`config.mk`:
```
export PLATFORM = sky130hd
export DESIGN_NAME = tfg_top
export DESIGN_NICKNAME = d
export VERILOG_FILES = /design/src/tfg_pkg.sv /design/src/tfg_top.sv
export SDC_FILE = /design/constraint.sdc
export NUM_CORES = 1
export LEC_CHECK = 0
export ABC_AREA = 1
export BUFFER_PORTS_ARGS = -buffer_cell sky130_fd_sc_hd__buf_2
export CAP_MARGIN = 20
export CORE_UTILIZATION = 50
export DETAILED_ROUTE_END_ITERATION = 10
export PLACE_DENSITY = 0.67
export REMOVE_ABC_BUFFERS = 1
export SYNTH_ARGS = -nofsm -noshare
export SYNTH_HDL_FRONTEND = slang
export SYNTH_SLANG_ARGS = --single-unit
```
`constraint.sdc`:
```
create_clock -name clk -period 8.57 [get_ports clk]
set_clock_uncertainty 0.1 [all_clocks]
set_input_delay 0.4285 -clock clk [delete_from_list [all_inputs] [get_ports clk]]
set_output_delay 0.4285 -clock clk [all_outputs]
set_load 0.01 [all_outputs]
```
`src/tfg_pkg.sv`:
```
`default_nettype none

package tfg_pkg;

    // ----------------------------------------------------------------
    // Register offsets
    // ----------------------------------------------------------------
    localparam logic [15:0] TFG_OFF_ENABLE   = 16'h8020;
    localparam logic [15:0] TFG_OFF_CONTROL  = 16'h8021;
    localparam logic [15:0] TFG_OFF_ENDLESS  = 16'h8022;
    localparam logic [15:0] TFG_OFF_IRQ_EN   = 16'h8023;
    localparam logic [15:0] TFG_OFF_PAY_LEN  = 16'h8025;
    localparam logic [15:0] TFG_OFF_GAP_LEN  = 16'h8026;
    localparam logic [15:0] TFG_OFF_CNT_UP   = 16'h8027;
    localparam logic [15:0] TFG_OFF_CNT_LOW  = 16'h8028;
    localparam logic [15:0] TFG_OFF_DONE     = 16'h8029;

    // ----------------------------------------------------------------
    // Field positions and reset values
    // ----------------------------------------------------------------
    localparam int          TFG_BIT_RESTART  = 3;
    localparam logic [2:0]  TFG_RST_PATTERN  = 3'h1;
    localparam logic [15:0] TFG_RST_PAY_LEN  = 16'h006b;
    localparam logic [15:0] TFG_RST_GAP_LEN  = 16'h000c;
    localparam logic [15:0] TFG_RST_CNT_UP   = 16'h0000;
    localparam logic [15:0] TFG_RST_CNT_LOW  = 16'h0100;

    // ----------------------------------------------------------------
    // Payload pattern codes
    // ----------------------------------------------------------------
    localparam logic [2:0]  TFG_PAT_STOP     = 3'h0;
    localparam logic [2:0]  TFG_PAT_RANDOM   = 3'h1;
    localparam logic [2:0]  TFG_PAT_ZEROS    = 3'h2;
    localparam logic [2:0]  TFG_PAT_ONES     = 3'h3;
    localparam logic [2:0]  TFG_PAT_FIVES    = 3'h4;
    localparam logic [2:0]  TFG_PAT_DOWN     = 3'h5;
    localparam logic [7:0]  TFG_BYTE_FIVES   = 8'h55;
    localparam logic [7:0]  TFG_BYTE_TOP     = 8'hff;

    // ----------------------------------------------------------------
    // Frame layout, checksum and buffering
    // ----------------------------------------------------------------
    localparam logic [15:0] TFG_ADDR_LAST    = 16'h0005;
    localparam logic [15:0] TFG_LEN_LAST     = 16'h0001;
    localparam logic [15:0] TFG_FCS_LAST     = 16'h0003;
    // Addresses are arbitrary locally administered values
    localparam logic [47:0] TFG_DEST_ADDR    = 48'h02_00_00_00_00_01;
    localparam logic [47:0] TFG_SRC_ADDR     = 48'h02_00_00_00_00_02;
    localparam logic [31:0] TFG_CRC_INIT     = 32'hffffffff;
    localparam logic [31:0] TFG_CRC_POLY     = 32'hedb88320;
    localparam logic [31:0] TFG_LFSR_SEED    = 32'h0000_0001;
    localparam logic [31:0] TFG_LFSR_TAPS    = 32'h8020_0003;
    localparam int          TFG_FIFO_WIDTH   = 9;
    localparam int          TFG_FIFO_DEPTH   = 4;

    typedef enum logic [2:0] {
        TFG_ST_IDLE = 3'b000,
        TFG_ST_DEST = 3'b001,
        TFG_ST_SRC  = 3'b010,
        TFG_ST_LEN  = 3'b011,
        TFG_ST_DATA = 3'b100,
        TFG_ST_FCS  = 3'b101,
        TFG_ST_GAP  = 3'b110
    } tfg_state_t;

endpackage

`default_nettype wire

```
`src/tfg_top.sv`:
```
`timescale 1ns/1ps
`default_nettype none

module tfg_fifo #(
    parameter int WIDTH = 9,
    parameter int DEPTH = 4
) (
    // Clock and reset
    input  wire logic             clk,
    input  wire logic             rst,
    input  wire logic             clr,
    // Fill side
    input  wire logic             in_valid,
    output logic                  in_ready,
    input  wire logic [WIDTH-1:0] in_data,
    // Drain side
    output logic                  out_valid,
    input  wire logic             out_ready,
    output logic      [WIDTH-1:0] out_data
);
    localparam int AW = $clog2(DEPTH);

    typedef struct packed {
        logic [DEPTH-1:0][WIDTH-1:0] mem;
        logic [AW:0]                 wp;
        logic [AW:0]                 rp;
    } tfg_fifo_state_t;

    tfg_fifo_state_t s_q;
    tfg_fifo_state_t s_d;
    logic            full;
    logic            empty;

    always_comb
    begin
        s_d       = s_q;
        empty     = (s_q.wp == s_q.rp);
        full      = (s_q.wp[AW] != s_q.rp[AW])
                    && (s_q.wp[AW-1:0] == s_q.rp[AW-1:0]);
        in_ready  = !full;
        out_valid = !empty;
        out_data  = s_q.mem[s_q.rp[AW-1:0]];
        if (clr)
        begin
            s_d.wp = '0;
            s_d.rp = '0;
        end
        else
        begin
            if (in_valid && !full)
            begin
                s_d.mem[s_q.wp[AW-1:0]] = in_data;
                s_d.wp = s_q.wp + 1'b1;
            end
            if (out_ready && !empty)
            begin
                s_d.rp = s_q.rp + 1'b1;
            end
        end
    end

    always_ff @(posedge clk or posedge rst)
    begin
        if (rst)
        begin
            s_q <= '0;
        end
        else
        begin
            s_q <= s_d;
        end
    end
endmodule

module tfg_top
    import tfg_pkg::*;
(
    // Clock and reset
    input  wire logic        clk,
    input  wire logic        rst,
    // Management register port
    input  wire logic [15:0] reg_addr,
    input  wire logic [15:0] reg_wdata,
    input  wire logic        reg_wr,
    input  wire logic        reg_rd,
    output logic      [15:0] reg_rdata,
    output logic             reg_rvalid,
    // Transmit bytes from the MAC interface
    input  wire logic        mac_tx_en,
    input  wire logic [7:0]  mac_txd,
    // Transmit bytes toward the PHY, one per strobe
    input  wire logic        phy_tx_strobe,
    output logic             phy_tx_en,
    output logic      [7:0]  phy_txd,
    // Completion event toward the subsystem interrupt status
    output logic             completion_irq
);
    import tfg_pkg::*;

    // ----------------------------------------------------------------
    // State
    // ----------------------------------------------------------------
    typedef struct packed {
        logic        en;
        logic [2:0]  pattern;
        logic        endless;
        logic        irq_en;
        logic [15:0] pay_len;
        logic [15:0] gap_len;
        logic [15:0] cnt_up;
        logic [15:0] cnt_low;
        logic        done;
        logic        running;
        logic [31:0] remaining;
        tfg_state_t  st;
        logic [15:0] idx;
        logic [31:0] crc;
        logic [31:0] lfsr;
        logic [15:0] rdata;
        logic        rvalid;
        logic        irq;
        logic        tx_en;
        logic [7:0]  txd;
    } tfg_top_state_t;

    tfg_top_state_t s_q;
    tfg_top_state_t s_d;

    logic       gen_valid;
    logic       gen_ready;
    logic [8:0] gen_data;
    logic       buf_valid;
    logic       buf_ready;
    logic [8:0] buf_data;

    // ----------------------------------------------------------------
    // Helpers
    // ----------------------------------------------------------------
    function automatic logic [31:0] crc_byte(logic [31:0] c, logic [7:0] b);
        logic [31:0] r;
        r = c ^ {24'h000000, b};
        for (int i = 0; i < 8; i++)
        begin
            r = r[0] ? ((r >> 1) ^ TFG_CRC_POLY) : (r >> 1);
        end
        return r;
    endfunction

    function automatic logic [7:0] addr_byte(logic [47:0] a, logic [15:0] i);
        logic [47:0] sh;
        sh = a >> {3'h5 - i[2:0], 3'h0};
        return sh[7:0];
    endfunction

    // Byte buffer decouples generation from the PHY byte pacing
    tfg_fifo #(
        .WIDTH (TFG_FIFO_WIDTH),
        .DEPTH (TFG_FIFO_DEPTH)
    ) u_fifo (
        .clk       (clk),
        .rst       (rst),
        .clr       (!s_q.en),
        .in_valid  (gen_valid),
        .in_ready  (gen_ready),
        .in_data   (gen_data),
        .out_valid (buf_valid),
        .out_ready (buf_ready),
        .out_data  (buf_data)
    );

    assign buf_ready = phy_tx_strobe && s_q.en;

    // ----------------------------------------------------------------
    // Next state
    // ----------------------------------------------------------------
    always_comb
    begin
        logic        start;
        logic        last;
        logic [7:0]  pay;
        logic [31:0] fcs;
        logic [31:0] fcs_sh;
        start     = 1'b0;
        last      = 1'b0;
        pay       = 8'h00;
        fcs       = ~s_q.crc;
        fcs_sh    = fcs >> {s_q.idx[1:0], 3'h0};
        s_d       = s_q;
        s_d.rvalid = 1'b0;
        s_d.irq   = 1'b0;

        // Register writes
        if (reg_wr)
        begin
            unique case (reg_addr)
                TFG_OFF_ENABLE:
                begin
                    start    = reg_wdata[0] && !s_q.en;
                    s_d.en   = reg_wdata[0];
                end
                TFG_OFF_CONTROL:
                begin
                    s_d.pattern = reg_wdata[2:0];
                    start = reg_wdata[TFG_BIT_RESTART] && s_q.en;
                end
                TFG_OFF_ENDLESS: s_d.endless = reg_wdata[0];
                TFG_OFF_IRQ_EN:  s_d.irq_en  = reg_wdata[0];
                TFG_OFF_PAY_LEN: s_d.pay_len = reg_wdata;
                TFG_OFF_GAP_LEN: s_d.gap_len = reg_wdata;
                TFG_OFF_CNT_UP:  s_d.cnt_up  = reg_wdata;
                TFG_OFF_CNT_LOW: s_d.cnt_low = reg_wdata;
                default:
                begin
                end
            endcase
        end

        // Register reads; the restart bit always reads zero
        if (reg_rd)
        begin
            s_d.rvalid = 1'b1;
            unique case (reg_addr)
                TFG_OFF_ENABLE:  s_d.rdata = {15'h0000, s_q.en};
                TFG_OFF_CONTROL: s_d.rdata = {13'h0000, s_q.pattern};
                TFG_OFF_ENDLESS: s_d.rdata = {15'h0000, s_q.endless};
                TFG_OFF_IRQ_EN:  s_d.rdata = {15'h0000, s_q.irq_en};
                TFG_OFF_PAY_LEN: s_d.rdata = s_q.pay_len;
                TFG_OFF_GAP_LEN: s_d.rdata = s_q.gap_len;
                TFG_OFF_CNT_UP:  s_d.rdata = s_q.cnt_up;
                TFG_OFF_CNT_LOW: s_d.rdata = s_q.cnt_low;
                TFG_OFF_DONE:
                begin
                    s_d.rdata = {15'h0000, s_q.done};
                    s_d.done  = 1'b0;
                end
                default:         s_d.rdata = 16'h0000;
            endcase
        end

        // Payload byte for the current position
        unique case (s_q.pattern)
            TFG_PAT_RANDOM: pay = s_q.lfsr[7:0];
            TFG_PAT_ONES:   pay = 8'hff;
            TFG_PAT_FIVES:  pay = TFG_BYTE_FIVES;
            TFG_PAT_DOWN:   pay = TFG_BYTE_TOP - s_q.idx[7:0];
            default:        pay = 8'h00;
        endcase

        // Frame byte offered to the buffer; gap bytes carry enable low
        gen_valid = s_q.st != TFG_ST_IDLE;
        unique case (s_q.st)
            TFG_ST_DEST: gen_data = {1'b1, addr_byte(TFG_DEST_ADDR, s_q.idx)};
            TFG_ST_SRC:  gen_data = {1'b1, addr_byte(TFG_SRC_ADDR, s_q.idx)};
            TFG_ST_LEN:  gen_data = {1'b1, s_q.idx[0] ? s_q.pay_len[7:0]
                                                      : s_q.pay_len[15:8]};
            TFG_ST_DATA: gen_data = {1'b1, pay};
            TFG_ST_FCS:  gen_data = {1'b1, fcs_sh[7:0]};
            default:     gen_data = 9'h000;
        endcase

        // Generator sequencing, stalled by a full buffer
        if (!s_q.en)
        begin
            s_d.st      = TFG_ST_IDLE;
            s_d.running = 1'b0;
            s_d.idx     = 16'h0000;
        end
        else if (s_q.st == TFG_ST_IDLE)
        begin
            if (s_q.running && (s_q.pattern != TFG_PAT_STOP))
            begin
                s_d.st  = TFG_ST_DEST;
                s_d.idx = 16'h0000;
                s_d.crc = TFG_CRC_INIT;
            end
        end
        else if (gen_ready)
        begin
            s_d.idx = s_q.idx + 16'h0001;
            if (s_q.st != TFG_ST_FCS && s_q.st != TFG_ST_GAP)
            begin
                s_d.crc = crc_byte(s_q.crc, gen_data[7:0]);
            end
            if (s_q.st == TFG_ST_DATA)
            begin
                s_d.lfsr = s_q.lfsr[0] ? ((s_q.lfsr >> 1) ^ TFG_LFSR_TAPS)
                                       : (s_q.lfsr >> 1);
            end
            unique case (s_q.st)
                TFG_ST_DEST, TFG_ST_SRC: last = s_q.idx == TFG_ADDR_LAST;
                TFG_ST_LEN:  last = s_q.idx == TFG_LEN_LAST;
                TFG_ST_DATA: last = s_q.idx == s_q.pay_len - 16'h0001;
                TFG_ST_FCS:  last = s_q.idx == TFG_FCS_LAST;
                default:     last = s_q.idx == s_q.gap_len - 16'h0001;
            endcase
            if (last)
            begin
                s_d.idx = 16'h0000;
                unique case (s_q.st)
                    TFG_ST_DEST: s_d.st = TFG_ST_SRC;
                    TFG_ST_SRC:  s_d.st = TFG_ST_LEN;
                    TFG_ST_LEN:  s_d.st = (s_q.pay_len != 16'h0000)
                                          ? TFG_ST_DATA : TFG_ST_FCS;
                    TFG_ST_DATA: s_d.st = TFG_ST_FCS;
                    TFG_ST_FCS:
                    begin
                        s_d.st = (s_q.gap_len != 16'h0000)
                                 ? TFG_ST_GAP : TFG_ST_IDLE;
                        if (!s_q.endless)
                        begin
                            s_d.remaining = s_q.remaining - 32'h00000001;
                            if (s_q.remaining == 32'h00000001)
                            begin
                                s_d.running = 1'b0;
                                s_d.done    = 1'b1;
                                s_d.irq     = s_q.irq_en;
                            end
                        end
                    end
                    default:     s_d.st = TFG_ST_IDLE;
                endcase
            end
        end

        // Enable or restart reloads the count and returns to idle; a zero count without endless mode flags done at once
        if (start)
        begin
            s_d.remaining = {s_q.cnt_up, s_q.cnt_low};
            s_d.st        = TFG_ST_IDLE;
            s_d.idx       = 16'h0000;
            s_d.running   = s_q.endless || ({s_q.cnt_up, s_q.cnt_low} != '0);
            if (!s_q.endless && ({s_q.cnt_up, s_q.cnt_low} == '0))
            begin
                s_d.done = 1'b1;
                s_d.irq  = s_q.irq_en;
            end
        end

        // Output byte stage, advanced once per PHY byte strobe
        if (phy_tx_strobe)
        begin
            if (s_q.en)
            begin
                s_d.tx_en = buf_valid && buf_data[8];
                s_d.txd   = buf_valid ? buf_data[7:0] : 8'h00;
            end
            else
            begin
                s_d.tx_en = mac_tx_en;
                s_d.txd   = mac_txd;
            end
        end
    end

    // ----------------------------------------------------------------
    // Registers
    // ----------------------------------------------------------------
    always_ff @(posedge clk or posedge rst)
    begin
        if (rst)
        begin
            s_q         <= '0;
            s_q.pattern <= TFG_RST_PATTERN;
            s_q.pay_len <= TFG_RST_PAY_LEN;
            s_q.gap_len <= TFG_RST_GAP_LEN;
            s_q.cnt_up  <= TFG_RST_CNT_UP;
            s_q.cnt_low <= TFG_RST_CNT_LOW;
            s_q.crc     <= TFG_CRC_INIT;
            s_q.lfsr    <= TFG_LFSR_SEED;
            s_q.st      <= TFG_ST_IDLE;
        end
        else
        begin
            s_q <= s_d;
        end
    end

    assign reg_rdata      = s_q.rdata;
    assign reg_rvalid     = s_q.rvalid;
    assign phy_tx_en      = s_q.tx_en;
    assign phy_txd        = s_q.txd;
    assign completion_irq = s_q.irq;
endmodule

`default_nettype wire

```
==> results of run 1 <==
-- flip-flops by register name, indices dropped and copies added, names as in the netlist --
| name | flops |
|---|---|
| phy_txd | 8 |
| reg_rdata | 16 |
| u_fifo.s_q | 42 |
| completion_irq | 1 |
| s_q | 187 |
| phy_tx_en | 1 |
| reg_rvalid | 1 |
-- stage by stage --
stage          utilization  std cells  hold WS [ns]  power (uW)  cell area (um^2)
3_3_place_gp         0.527       2559         0.353        1300             16300
5_1_grt              0.561       2618        0.0136        2660             17300
6_report             0.561       2618       -0.0765        2590             17300
4_1_cts              0.560       2615        0.0127        2610             17300
3_5_place_dp         0.527       2559         0.358        1310             16300
2_1_floorplan            -       2083         0.337        1270             15300
-- final timing paths --
kind / to / slack (ns) / cells past startpoint
max: s_q[47] / 3.78 / 13
max in group asynchronous: u_fifo.s_q[2] / 6.94 / 3
max reg2reg: s_q[47] / 3.78 / 13
min: s_q[183] / -0.08 / 2
min reg2reg: s_q[51] / 0.37 / 2
min in group clk: reg_rvalid / 0.02 / 1
-- routing by layer --
metal | GRT usage | vias to the layer above | wire [um]
li1 | - | 7215 | -
met1 | 0.430 | 7267 | 22000
met2 | 0.453 | 579 | 21200
met3 | 0.0483 | 92 | 3610
met4 | 0.100 | 0 | 1520
met5 | 0 | - | 0
-- final cells by class --
class / instances / area, um^2 / area share
multi-input combinational: 1594 / 8020 / 0.462
sequential: 256 / 6460 / 0.372
inverter: 233 / 882 / 0.0509
clock buffer: 39 / 876 / 0.0505
tap: 396 / 495 / 0.0286
timing repair buffer: 83 / 470 / 0.0271
clock inverter: 17 / 144 / 0.00830
-- power by group through the flow --
stage | Combinational (uW) | Sequential (uW) | Clock, uW
CTS | 68.1 | 1220 | 1320
global route | 75.1 | 1220 | 1370
global placement | 67.6 | 1240 | 0
finish | 66.1 | 1220 | 1300
detailed placement | 68.0 | 1240 | 0
floorplan | 30.7 | 1240 | 0
-- synthesized netlist by cell type (all sizes together) (12+ instances only) --
| cell type | instances | area [um^2] |
|---|---|---|
| nor2 | 197 | 808 |
| nand3 | 216 | 1260 |
| o21ai | 201 | 1010 |
| ha | 12 | 150 |
| dfrtp | 214 | 5360 |
| a21oi | 57 | 297 |
| inv | 226 | 848 |
| dfstp | 42 | 1100 |
| nor3 | 36 | 191 |
| o22ai | 40 | 250 |
| xnor2 | 15 | 131 |
| clkbuf | 61 | 229 |
| nor4 | 22 | 153 |
| o211ai | 32 | 240 |
| nand2 | 619 | 2350 |
| a22oi | 15 | 113 |
| xor2 | 52 | 455 |
| nand4 | 42 | 269 |
| buf | 46 | 338 |
-- worst max-delay path, stage by stage (launching register included) --
cell and delay [ns]:
sky130_fd_sc_hd__dfrtp_1 0.77, sky130_fd_sc_hd__inv_1 0.51, sky130_fd_sc_hd__nand2_1 0.17, sky130_fd_sc_hd__nand4_1 0.13, sky130_fd_sc_hd__nor2_1 0.68, sky130_fd_sc_hd__inv_1 0.09, sky130_fd_sc_hd__buf_4 0.26, sky130_fd_sc_hd__nand2_1 0.28
sky130_fd_sc_hd__nor2_1 0.23, sky130_fd_sc_hd__inv_1 0.28, sky130_fd_sc_hd__nor2_2 0.07, sky130_fd_sc_hd__buf_4 0.24, sky130_fd_sc_hd__inv_1 0.64, sky130_fd_sc_hd__o21ai_0 0.16
-- cells by family after synthesis --
family / count (synthesis)
and+or+nand+nor: 1146
buffers and inverters: 340
DFF: 256
xor gates and xnor gates: 67
muxes: 1
adders and majority gates: 12
AOI/OAI and AO/OA: 368
==> parameters.txt, run 1 <==
Parameter                              Value

Synthesis
  Per-instance average area after synthesis    7.26 um^2
  Combinational family with the most area after synthesis    simple AND/OR/NAND/NOR gates
  Multiplexer share of the synthesized area    0.000708
  Register bit count reported by yosys    256
  Number of instances in the synthesized netlist    about 2,200
  Number of unique standard cell types used by synthesis    60
  Synth Area in Simple Gates    0.324
  Adder-cell share of the synthesized area    0.00944
  Post-synthesis share of cell area spent on xor and xnor gates    0.0369
  Synth Area in Compound Gates    0.132
  Flip-flop cell with the highest count after synthesis    sky130_fd_sc_hd__dfrtp_1
  Total number of yosys warnings    0
  Register area share after synthesis    0.406
  Number of flops mapped to enable cells by yosys    0
  Combined area of all synthesized cells    15,900 um^2
  Post-synth ARST share    1.00

Power
  Maximum vdd drop    ~0.15 mV
  Sw frac    0.233
  Internal power of the cells    1980 uW
  Clock group share of total power    0.504
  Sw Pwr    about 600 uW
  Leak pwr    roughly 0.0084 uW
  Power Dens Cells    149 nW/um^2
  Logic pwr share    0.026
  Seq pwr share    0.470

Detailed routing
  Average wire per standard cell    18.4 um
  Via density per instance    5.79
  Total number of vias    15,200
  TritonRoute pass-1 iters    6
  Number of DRC violations after detailed routing    0
  Initial detailed-routing violation count    approximately 1,600
  Count of nets left with antenna violations after detail routing    0
  Routed wire length    48.3 mm

Layout
  Antenna Diode Count    0
  Ratio of cells with drive above 1 in the final layout    0.112
  Commonest non-fill, non-tap cell in the layout    sky130_fd_sc_hd__nand2_1
  Top library cells by usage in the layout, fill and taps aside    sky130_fd_sc_hd__nand2_1, sky130_fd_sc_hd__inv_1, sky130_fd_sc_hd__dfrtp_1
  Area growth from synthesis to layout    9.04%
  Count of filler cells inserted in the layout    2,963
  Final #Nets    between 2,000 and 2,500

Flow run
  Max-cap violations    0

Critical path
  Sort of element at the start of the critical path    flip-flop
  Arrival time at the worst endpoint    5.11 ns
  Worst Setup Path Type    reg -> reg
  Crit path max fanout    33
  Launching point of the worst reg2reg path    u_fifo.s_q[0]
  Critical path capture point type    flip-flop
  Critical Path Source    u_fifo.s_q[0]
  Crit path required time    8.89 ns

STA
  Final TNS setup    0 ns
  Final Max Tran Viols    0
  RSZ-0062 raised after global routing    no
  Slew headroom    0.336
  Worst Setup Slack, final    roughly 3.8 ns
  Total of endpoints with negative setup slack in the final report    0
  Final hold viol count    20
  Time the worst path needs with I/O delays and setup    approximately 4.8 ns
  Final cycle utilization of the critical path    0.559
  Hold slack final    -0.0765 ns
  Least-Margin Pin Slew    between 0.9 and 1 ns
  Max frequency    209 MHz

Clock network
  TritonCTS clock tree    built
  Cts hold-fix bufs    0
  Clock latency on the worst-skew pair    about 0.57 ns
  Post-CTS setup-driven buffer insertion count    0
  PostCTS Resize Cnt    0
  CTS Sinks    between 200 and 300
  Clock Tree Root    sky130_fd_sc_hd__clkbuf_16
  Maximum root-to-sink buffer count    3
  Number of clock buffers inserted by TritonCTS    30
  Clock H-tree levels    1
  Post-CTS clock slew at the launch and capture registers of the worst setup and hold paths    0.06 ns

Floorplanning
  Die height    180 um
  Die boundary width    180 um
  Core Rows    64
  Die area    32,500 um^2
  Initial core utilization    0.515
  Core outline area    ~31,000 um^2
  Number of top-level pins    73

Outcome
  Failing checks    hold timing
  Status    complete, but fails checks

Global routing
  Number of global-route vias before repair    14,100
  Wire length of the first global-routing pass    77.3 mm
  Total global-route track usage    0.298
  Number of antenna violations at the first check in global routing    0
  Overflow left after global routing    0
  Largest net degree at the start of global routing    133

Hold path
  HP Class    in -> async

Place
  Detailed placement HPWL    between 30 and 40 mm
  Gp weighted congestion    a little under 1
  Total of buffers placed on input and output ports    72
  Worst slack at placement    just under 4 ns
No activity file was read; power rests on OpenSTA's default activity.
==> inputs of run 2 (changes only) <==
--- a/config.mk
+++ b/config.mk
@@ -5,12 +5,12 @@
 export SDC_FILE = /design/constraint.sdc
 export NUM_CORES = 1
 export LEC_CHECK = 0
-export ABC_AREA = 1
+export ABC_AREA = 0
 export BUFFER_PORTS_ARGS = -buffer_cell sky130_fd_sc_hd__buf_2
 export CAP_MARGIN = 20
 export CORE_UTILIZATION = 50
 export DETAILED_ROUTE_END_ITERATION = 10
-export PLACE_DENSITY = 0.67
+export PLACE_DENSITY = 0.7
 export REMOVE_ABC_BUFFERS = 1
 export SYNTH_ARGS = -nofsm -noshare
 export SYNTH_HDL_FRONTEND = slang
==> constraint.sdc (replaced) <==
create_clock -name clk -period 3.9 [get_ports clk]
set_clock_uncertainty 0.1 [all_clocks]
set_input_delay 0.195 -clock clk [delete_from_list [all_inputs] [get_ports clk]]
set_output_delay 0.195 -clock clk [all_outputs]
set_load 0.01 [all_outputs]
==> parameters.txt, run 2 <==
Parameter                              Value

Floorplanning
  Die height    between 150 and 200 um
  Core Rows    63
  Core outline area    29,800 um^2
  Die boundary width    approximately 180 um
  Initial core utilization    0.511
  Die area    31,100 um^2
  Number of top-level pins    73

Place
  Total of buffers placed on input and output ports    a little over 70
  Detailed placement HPWL    29.8 mm
  Gp weighted congestion    between 0.9 and 1

Synthesis
  Cell accounting for the most synthesized area    sky130_fd_sc_hd__dfrtp_1
  Register bit count reported by yosys    256
  List of most frequent post-synthesis cells    sky130_fd_sc_hd__dfrtp_1, sky130_fd_sc_hd__mux2_2, sky130_fd_sc_hd__nand2_1, sky130_fd_sc_hd__xnor2_1
  Number of unique standard cell types used by synthesis    83
  Number of instances in the synthesized netlist    between 1,000 and 1,500
  Most used standard cell by instance count after synthesis    sky130_fd_sc_hd__dfrtp_1
  Per-instance average area after synthesis    10.4 um^2
  Post-synth ARST share    1.00
  Largest cells by area after synthesis    sky130_fd_sc_hd__dfrtp_1, sky130_fd_sc_hd__mux2_2, sky130_fd_sc_hd__dfstp_2
  Register area share after synthesis    0.424
  Number of flops mapped to enable cells by yosys    0
  Flip-flop cell with the highest count after synthesis    sky130_fd_sc_hd__dfrtp_1
  Total number of yosys warnings    0
  Combined area of all synthesized cells    15,200 um^2
  Top cell type's share of synthesized area    0.352

Power
  Internal power of the cells    between 4000 and 5000 uW
  Clock group share of total power    0.494
  Maximum vdd drop    0.429 mV
  Leak pwr    0.00832 uW
  Sw Pwr    roughly 1200 uW
  Sw frac    0.221
  Seq pwr share    0.474
  Power Dens Cells    about 310 nW/um^2
  Logic pwr share    0.032

Detailed routing
  Via density per instance    5.94
  TritonRoute pass-1 iters    8
  Total number of vias    roughly 12,000
  Count of nets left with antenna violations after detail routing    0
  Routed length on met2    21.2 mm
  Wire length the detailed router placed on met1    roughly 18 mm
  Number of DRC violations after detailed routing    0
  Top routing layer in use    met4
  Average wire per standard cell    21.1 um
  Routed wire length    around 43 mm
  Initial detailed-routing violation count    1,002
  Total met3 wirelength after detailed routing    1.83 mm

Critical path
  Arrival time at the worst endpoint    4.43 ns
  Sort of element at the start of the critical path    flip-flop
  Crit path max fanout    6
  Cell count of the worst reg-to-reg path    15
  Worst Setup Path Type    reg -> reg
  Critical path capture point type    flip-flop
  Flop-to-flop setup slack    -0.22 ns
  Crit path required time    4.21 ns

Clock network
  CTS Sinks    256
  Clock latency on the worst-skew pair    0.55 ns
  Number of clock buffers inserted by TritonCTS    29
  TritonCTS clock tree    built
  Post-CTS clock slew at the launch and capture registers of the worst setup and hold paths    about 0.06 ns
  Clock H-tree levels    1
  Maximum root-to-sink buffer count    3
  Clock Tree Root    sky130_fd_sc_hd__clkbuf_16

STA
  Time the worst path needs with I/O delays and setup    4.12 ns
  RSZ-0062 raised after global routing    yes
  Max frequency    243 MHz
  Worst Setup Slack, final    -0.220 ns
  Hold slack final    between 0.05 and 0.06 ns
  Least-Margin Pin Slew    1.02 ns
  Slew headroom    0.316
  Total of endpoints with negative setup slack in the final report    46
  Final cycle utilization of the critical path    1.06
  Final hold viol count    0
  Final Max Tran Viols    0

Hold path
  Number of cells on the worst hold path    5
  HP Class    in -> reg

Layout
  Final #Nets    1,666
  Top library cells by usage in the layout, fill and taps aside    sky130_fd_sc_hd__dfrtp_1, sky130_fd_sc_hd__mux2_2, sky130_fd_sc_hd__buf_4
  Register cell area after layout    6460 um^2
  Reg with most FFs    s_q
  Area growth from synthesis to layout    19.7%
  Commonest non-fill, non-tap cell in the layout    sky130_fd_sc_hd__dfrtp_1
  Multi-input gate area in the final layout    8390 um^2
  Final standard cell utilization of the core    0.611
  Ratio of cells with drive above 1 in the final layout    0.331
  Count of filler cells inserted in the layout    between 2,000 and 2,500
  Number of flip-flops under the largest register name    around 190
  Antenna Diode Count    0

Global routing
  Total global-route track usage    0.274
  Largest net degree at the start of global routing    122
  Wire length of the first global-routing pass    66.8 mm
  Number of antenna violations at the first check in global routing    0
  Overflow left after global routing    0
  Number of global-route vias before repair    12,000

Outcome
  Status    complete, but fails checks
  Failing checks    setup timing

Flow run
  Max-cap violations    0
run 2: per-stage QoR:
stage	power [uW]	instances	setup WS [ns]	cell area (um^2)	setup TNS [ns]
after floorplan	2790	1343	-3.37	14600	-862.35
after detailed placement	2880	1926	-0.277	16500	-7.67
after global routing	5810	2019	-0.440	18200	-14.84
after global placement	2870	1926	-0.285	16500	-6.58
after CTS	5680	2010	-0.00155	17900	-0.00185
final	5640	2019	-0.220	18200	-4.80
run 2: cell families after synthesis:
family	synth area share
flip-flops	0.424
AO/OA/AOI/OAI	0.112
buffers and inverters	0.0480
AND/OR/NAND/NOR	0.168
multiplexers	0.159
adder cells (fa/ha/maj)	0.00987
XOR/XNOR	0.0788
run 2: path summary, 6_finish.rpt:
kind	start	to
max in group asynchronous	rst	s_q[78]
worst max register to register	s_q[108]	s_q[116]
worst min register to register	s_q[143]	s_q[143]
worst max-delay path	s_q[108]	s_q[116]
min in group asynchronous	rst	reg_rdata[3]
worst min-delay path	reg_addr[3]	s_q[143]
run 2: area by class of cell:
| class | count | area share |
|---|---|---|
| Sequential cell | 256 | 0.355 |
| Tap cell | 390 | 0.0268 |
| Clock buffer | 40 | 0.0448 |
| Clock inverter | 12 | 0.00831 |
| Inverter | 33 | 0.00721 |
| Timing Repair Buffer | 234 | 0.0976 |
| Multi-Input combinational cell | 1054 | 0.461 |
run 2: worst max-delay path, stage by stage (launching register included):
cell and delay (ns):
sky130_fd_sc_hd__dfrtp_1 0.42, sky130_fd_sc_hd__nor3b_4 0.29, sky130_fd_sc_hd__mux2i_1 0.26, sky130_fd_sc_hd__ha_2 0.28, sky130_fd_sc_hd__nor3b_4 0.21, sky130_fd_sc_hd__xnor2_1 0.10, sky130_fd_sc_hd__mux2i_1 0.26, sky130_fd_sc_hd__mux2i_1 0.30
sky130_fd_sc_hd__o311a_1 0.21, sky130_fd_sc_hd__nand4_1 0.10, sky130_fd_sc_hd__or4_4 0.58, sky130_fd_sc_hd__buf_8 0.18, sky130_fd_sc_hd__buf_12 0.14, sky130_fd_sc_hd__nor4_4 0.29, sky130_fd_sc_hd__xnor2_1 0.18, sky130_fd_sc_hd__a21oi_1 0.08
run 2: power by group through the flow:
stage | combinational, uW | sequential [uW] | clock [uW]
6_report | 179 | 2670 | 2790
5_1_grt | 199 | 2670 | 2940
4_1_cts | 180 | 2670 | 2830
3_5_place_dp | 156 | 2720 | 0
3_3_place_gp | 154 | 2720 | 0
2_1_floorplan | 61.8 | 2720 | 0
run 2: layer usage:
layer | vias to the layer above | global-route usage
li1 | 5568 | -
met1 | 5990 | 0.355
met2 | 344 | 0.472
met3 | 93 | 0.0299
met4 | 0 | 0.106
met5 | - | 0
run 2: repair_timing:
action / in CTS / in global routing
hold buffers: 29 / 0
hold endpoints to repair: 184 / 0
gates cloned: 0 / 2
buffers inserted: 3 / 7
gates resized for setup: 30 / 36
endpoints found under the setup margin: 49 / 51
pin swaps: 15 / 37
==> inputs of run 3 (changes only) <==
==> constraint.sdc (replaced) <==
create_clock -name clk -period 3.9 [get_ports clk]
set_clock_uncertainty 0.1 [all_clocks]
set_input_delay 0.78 -clock clk [delete_from_list [all_inputs] [get_ports clk]]
set_output_delay 0.78 -clock clk [all_outputs]
set_load 0.01 [all_outputs]
==> parameters.txt, run 3 (synthesis gave the netlist of run 2 again) <==
Parameter                              Value

STA
  Time the worst path needs with I/O delays and setup    3.97 ns
  Hold slack final    0.291 ns
  Final Max Tran Viols    0
  Worst Setup Slack, final    -0.0748 ns
  Slew headroom    0.326
  Final hold viol count    0
  Max frequency    about 250 MHz
  Least-Margin Pin Slew    1.00 ns
  Final cycle utilization of the critical path    1.02
  Total of endpoints with negative setup slack in the final report    35
  RSZ-0062 raised after global routing    yes

Layout
  Final #Nets    about 1,600
  Post-Layout Inst Area    18,000 um^2
  Reg with most FFs    s_q
  Number of flip-flops under the largest register name    187
  Antenna Diode Count    0
  Finished Layout Cells    2,000
  Commonest non-fill, non-tap cell in the layout    sky130_fd_sc_hd__dfrtp_1
  Area growth from synthesis to layout    18.4%
  Top library cells by usage in the layout, fill and taps aside    sky130_fd_sc_hd__dfrtp_1, sky130_fd_sc_hd__mux2_2, sky130_fd_sc_hd__buf_4
  Ratio of cells with drive above 1 in the final layout    0.341

Floorplanning
  Initial core utilization    0.511
  Die area    31,100 um^2
  Core Rows    63
  Core outline area    29,800 um^2
  Number of top-level pins    73
  Die height    176 um
  Die boundary width    between 150 and 200 um

Global routing
  Wire length of the first global-routing pass    about 69 mm
  Overflow left after global routing    0
  Number of antenna violations at the first check in global routing    0
  Number of global-route vias before repair    12,400
  Largest net degree at the start of global routing    108
  Total global-route track usage    0.279

Detailed routing
  Via density per instance    between 6 and 7
  Initial detailed-routing violation count    799
  Count of nets left with antenna violations after detail routing    0
  Total number of vias    12,100
  Number of DRC violations after detailed routing    0
  Average wire per standard cell    21.3 um
  Routed wire length    roughly 43 mm
  TritonRoute pass-1 iters    5

Clock network
  Post-CTS clock slew at the launch and capture registers of the worst setup and hold paths    0.06 ns
  TritonCTS clock tree    built
  Clock latency on the worst-skew pair    0.55 ns
  CTS Sinks    256
  Number of clock buffers inserted by TritonCTS    29
  Clock Tree Root    sky130_fd_sc_hd__clkbuf_16
  Clock H-tree levels    1
  Maximum root-to-sink buffer count    3

Critical path
  Cell count of the worst reg-to-reg path    15
  Sort of element at the start of the critical path    flip-flop
  Reg2Reg Capture Point    s_q[130]
  Worst Setup Path Type    reg -> reg
  Flop-to-flop setup slack    -0.07 ns
  Crit path max fanout    5
  Launching point of the worst reg2reg path    s_q[107]
  Arrival time at the worst endpoint    4.34 ns
  Critical path capture point type    flip-flop
  Crit path required time    roughly 4.3 ns

Power
  Leak pwr    0.00823 uW
  Internal power of the cells    4270 uW
  Power Dens Cells    between 300 and 400 nW/um^2
  Maximum vdd drop    around 0.33 mV
  Clock group share of total power    0.483
  Sw frac    0.221
  Sw Pwr    1210 uW
  Seq pwr share    0.488
  Logic pwr share    0.028

Flow run
  Max-cap violations    0

Place
  Detailed placement HPWL    between 20 and 30 mm
  Total of buffers placed on input and output ports    72
  Post-placement cell count    1,933
  Worst slack at placement    -0.268 ns
  Placement Cell Area    approximately 17,000 um^2
  Gp weighted congestion    slightly below 1

Hold path
  HP Class    in -> async

Outcome
  Failing checks    setup timing
  Status    complete, but fails checks
run 3: cell types whose count changed in the layout (fill, tap and decap cells not counted), moves of 3 or more:
cell	before	now
sky130_fd_sc_hd__xor2_2	3	0
sky130_fd_sc_hd__xor2_1	30	33
sky130_fd_sc_hd__clkbuf_1	6	9
sky130_fd_sc_hd__dlygate4sd3_1	29	0
sky130_fd_sc_hd__buf_4	115	122
run 3: final cells by class:
class	instances	area (um^2)
multi-input cells	1054	8420
repair buffers	215	1600
clock buffers	41	801
clock inverters	11	113
well taps	390	488
fillers	2423	11800
inverters	33	131
flip-flops and latches	256	6460
run 3: metal layers:
| layer | vias to the layer above | GRT usage | routed length, um |
|---|---|---|---|
| met5 | - | 0 | 0 |
| met4 | 0 | 0.118 | 1890 |
| met3 | 123 | 0.0383 | 2160 |
| met2 | 383 | 0.472 | 20800 |
| met1 | 6031 | 0.358 | 17700 |
| li1 | 5527 | - | - |
run 3: worst max path at each step:
stage / from / endpoint / slack (ns) / cells past startpoint
6_report: s_q[107] / s_q[130] / -0.07 / 15
5_1_grt: s_q[107] / s_q[132] / -0.29 / 15
4_1_cts: s_q[107] / s_q[111] / -0.06 / 15
3_5_place_dp: s_q[196] / completion_irq / -0.27 / 11
3_3_place_gp: s_q[200] / completion_irq / -0.23 / 13
2_1_floorplan: rst / completion_irq / -3.95 / 1
run 3: stage by stage:
step / total power [uW] / setup TNS, ns / util
floorplan: 2790 / -1024.07 / -
global placement: 2870 / -5.82 / 0.555
detailed placement: 2880 / -8.15 / 0.555
CTS: 5530 / -0.460 / 0.599
global route: 5660 / -9.33 / 0.605
finish: 5470 / -1.28 / 0.605
run 3: what timing repair did:
item	4_1_cts	5_1_grt
cloned	1	2
endpoints found under the setup margin	52	58
hold buffers	0	0
buffers inserted	8	6
pin swaps	16	13
resized for setup	47	26
run 3: power groups by stage:
stage / Combinational, uW / Sequential, uW / Clock [uW]
final: 154 / 2670 / 2650
after CTS: 158 / 2670 / 2700
after global placement: 154 / 2720 / 0
after detailed placement: 158 / 2720 / 0
after floorplan: 61.8 / 2720 / 0
after global routing: 174 / 2670 / 2810
run 3: critical path, cell delays in order, from the launching register on:
cell and delay [ns]:
sky130_fd_sc_hd__dfrtp_1 0.42, sky130_fd_sc_hd__nor3b_4 0.28, sky130_fd_sc_hd__mux2i_1 0.23, sky130_fd_sc_hd__ha_2 0.25
sky130_fd_sc_hd__nor3b_2 0.19, sky130_fd_sc_hd__xnor2_1 0.08, sky130_fd_sc_hd__mux2i_1 0.24, sky130_fd_sc_hd__mux2i_1 0.29
sky130_fd_sc_hd__o311a_1 0.21, sky130_fd_sc_hd__nand4_1 0.11, sky130_fd_sc_hd__or4_4 0.62, sky130_fd_sc_hd__buf_12 0.17
sky130_fd_sc_hd__nor3_4 0.29, sky130_fd_sc_hd__buf_6 0.16, sky130_fd_sc_hd__nand4_1 0.09, sky130_fd_sc_hd__a31oi_1 0.18
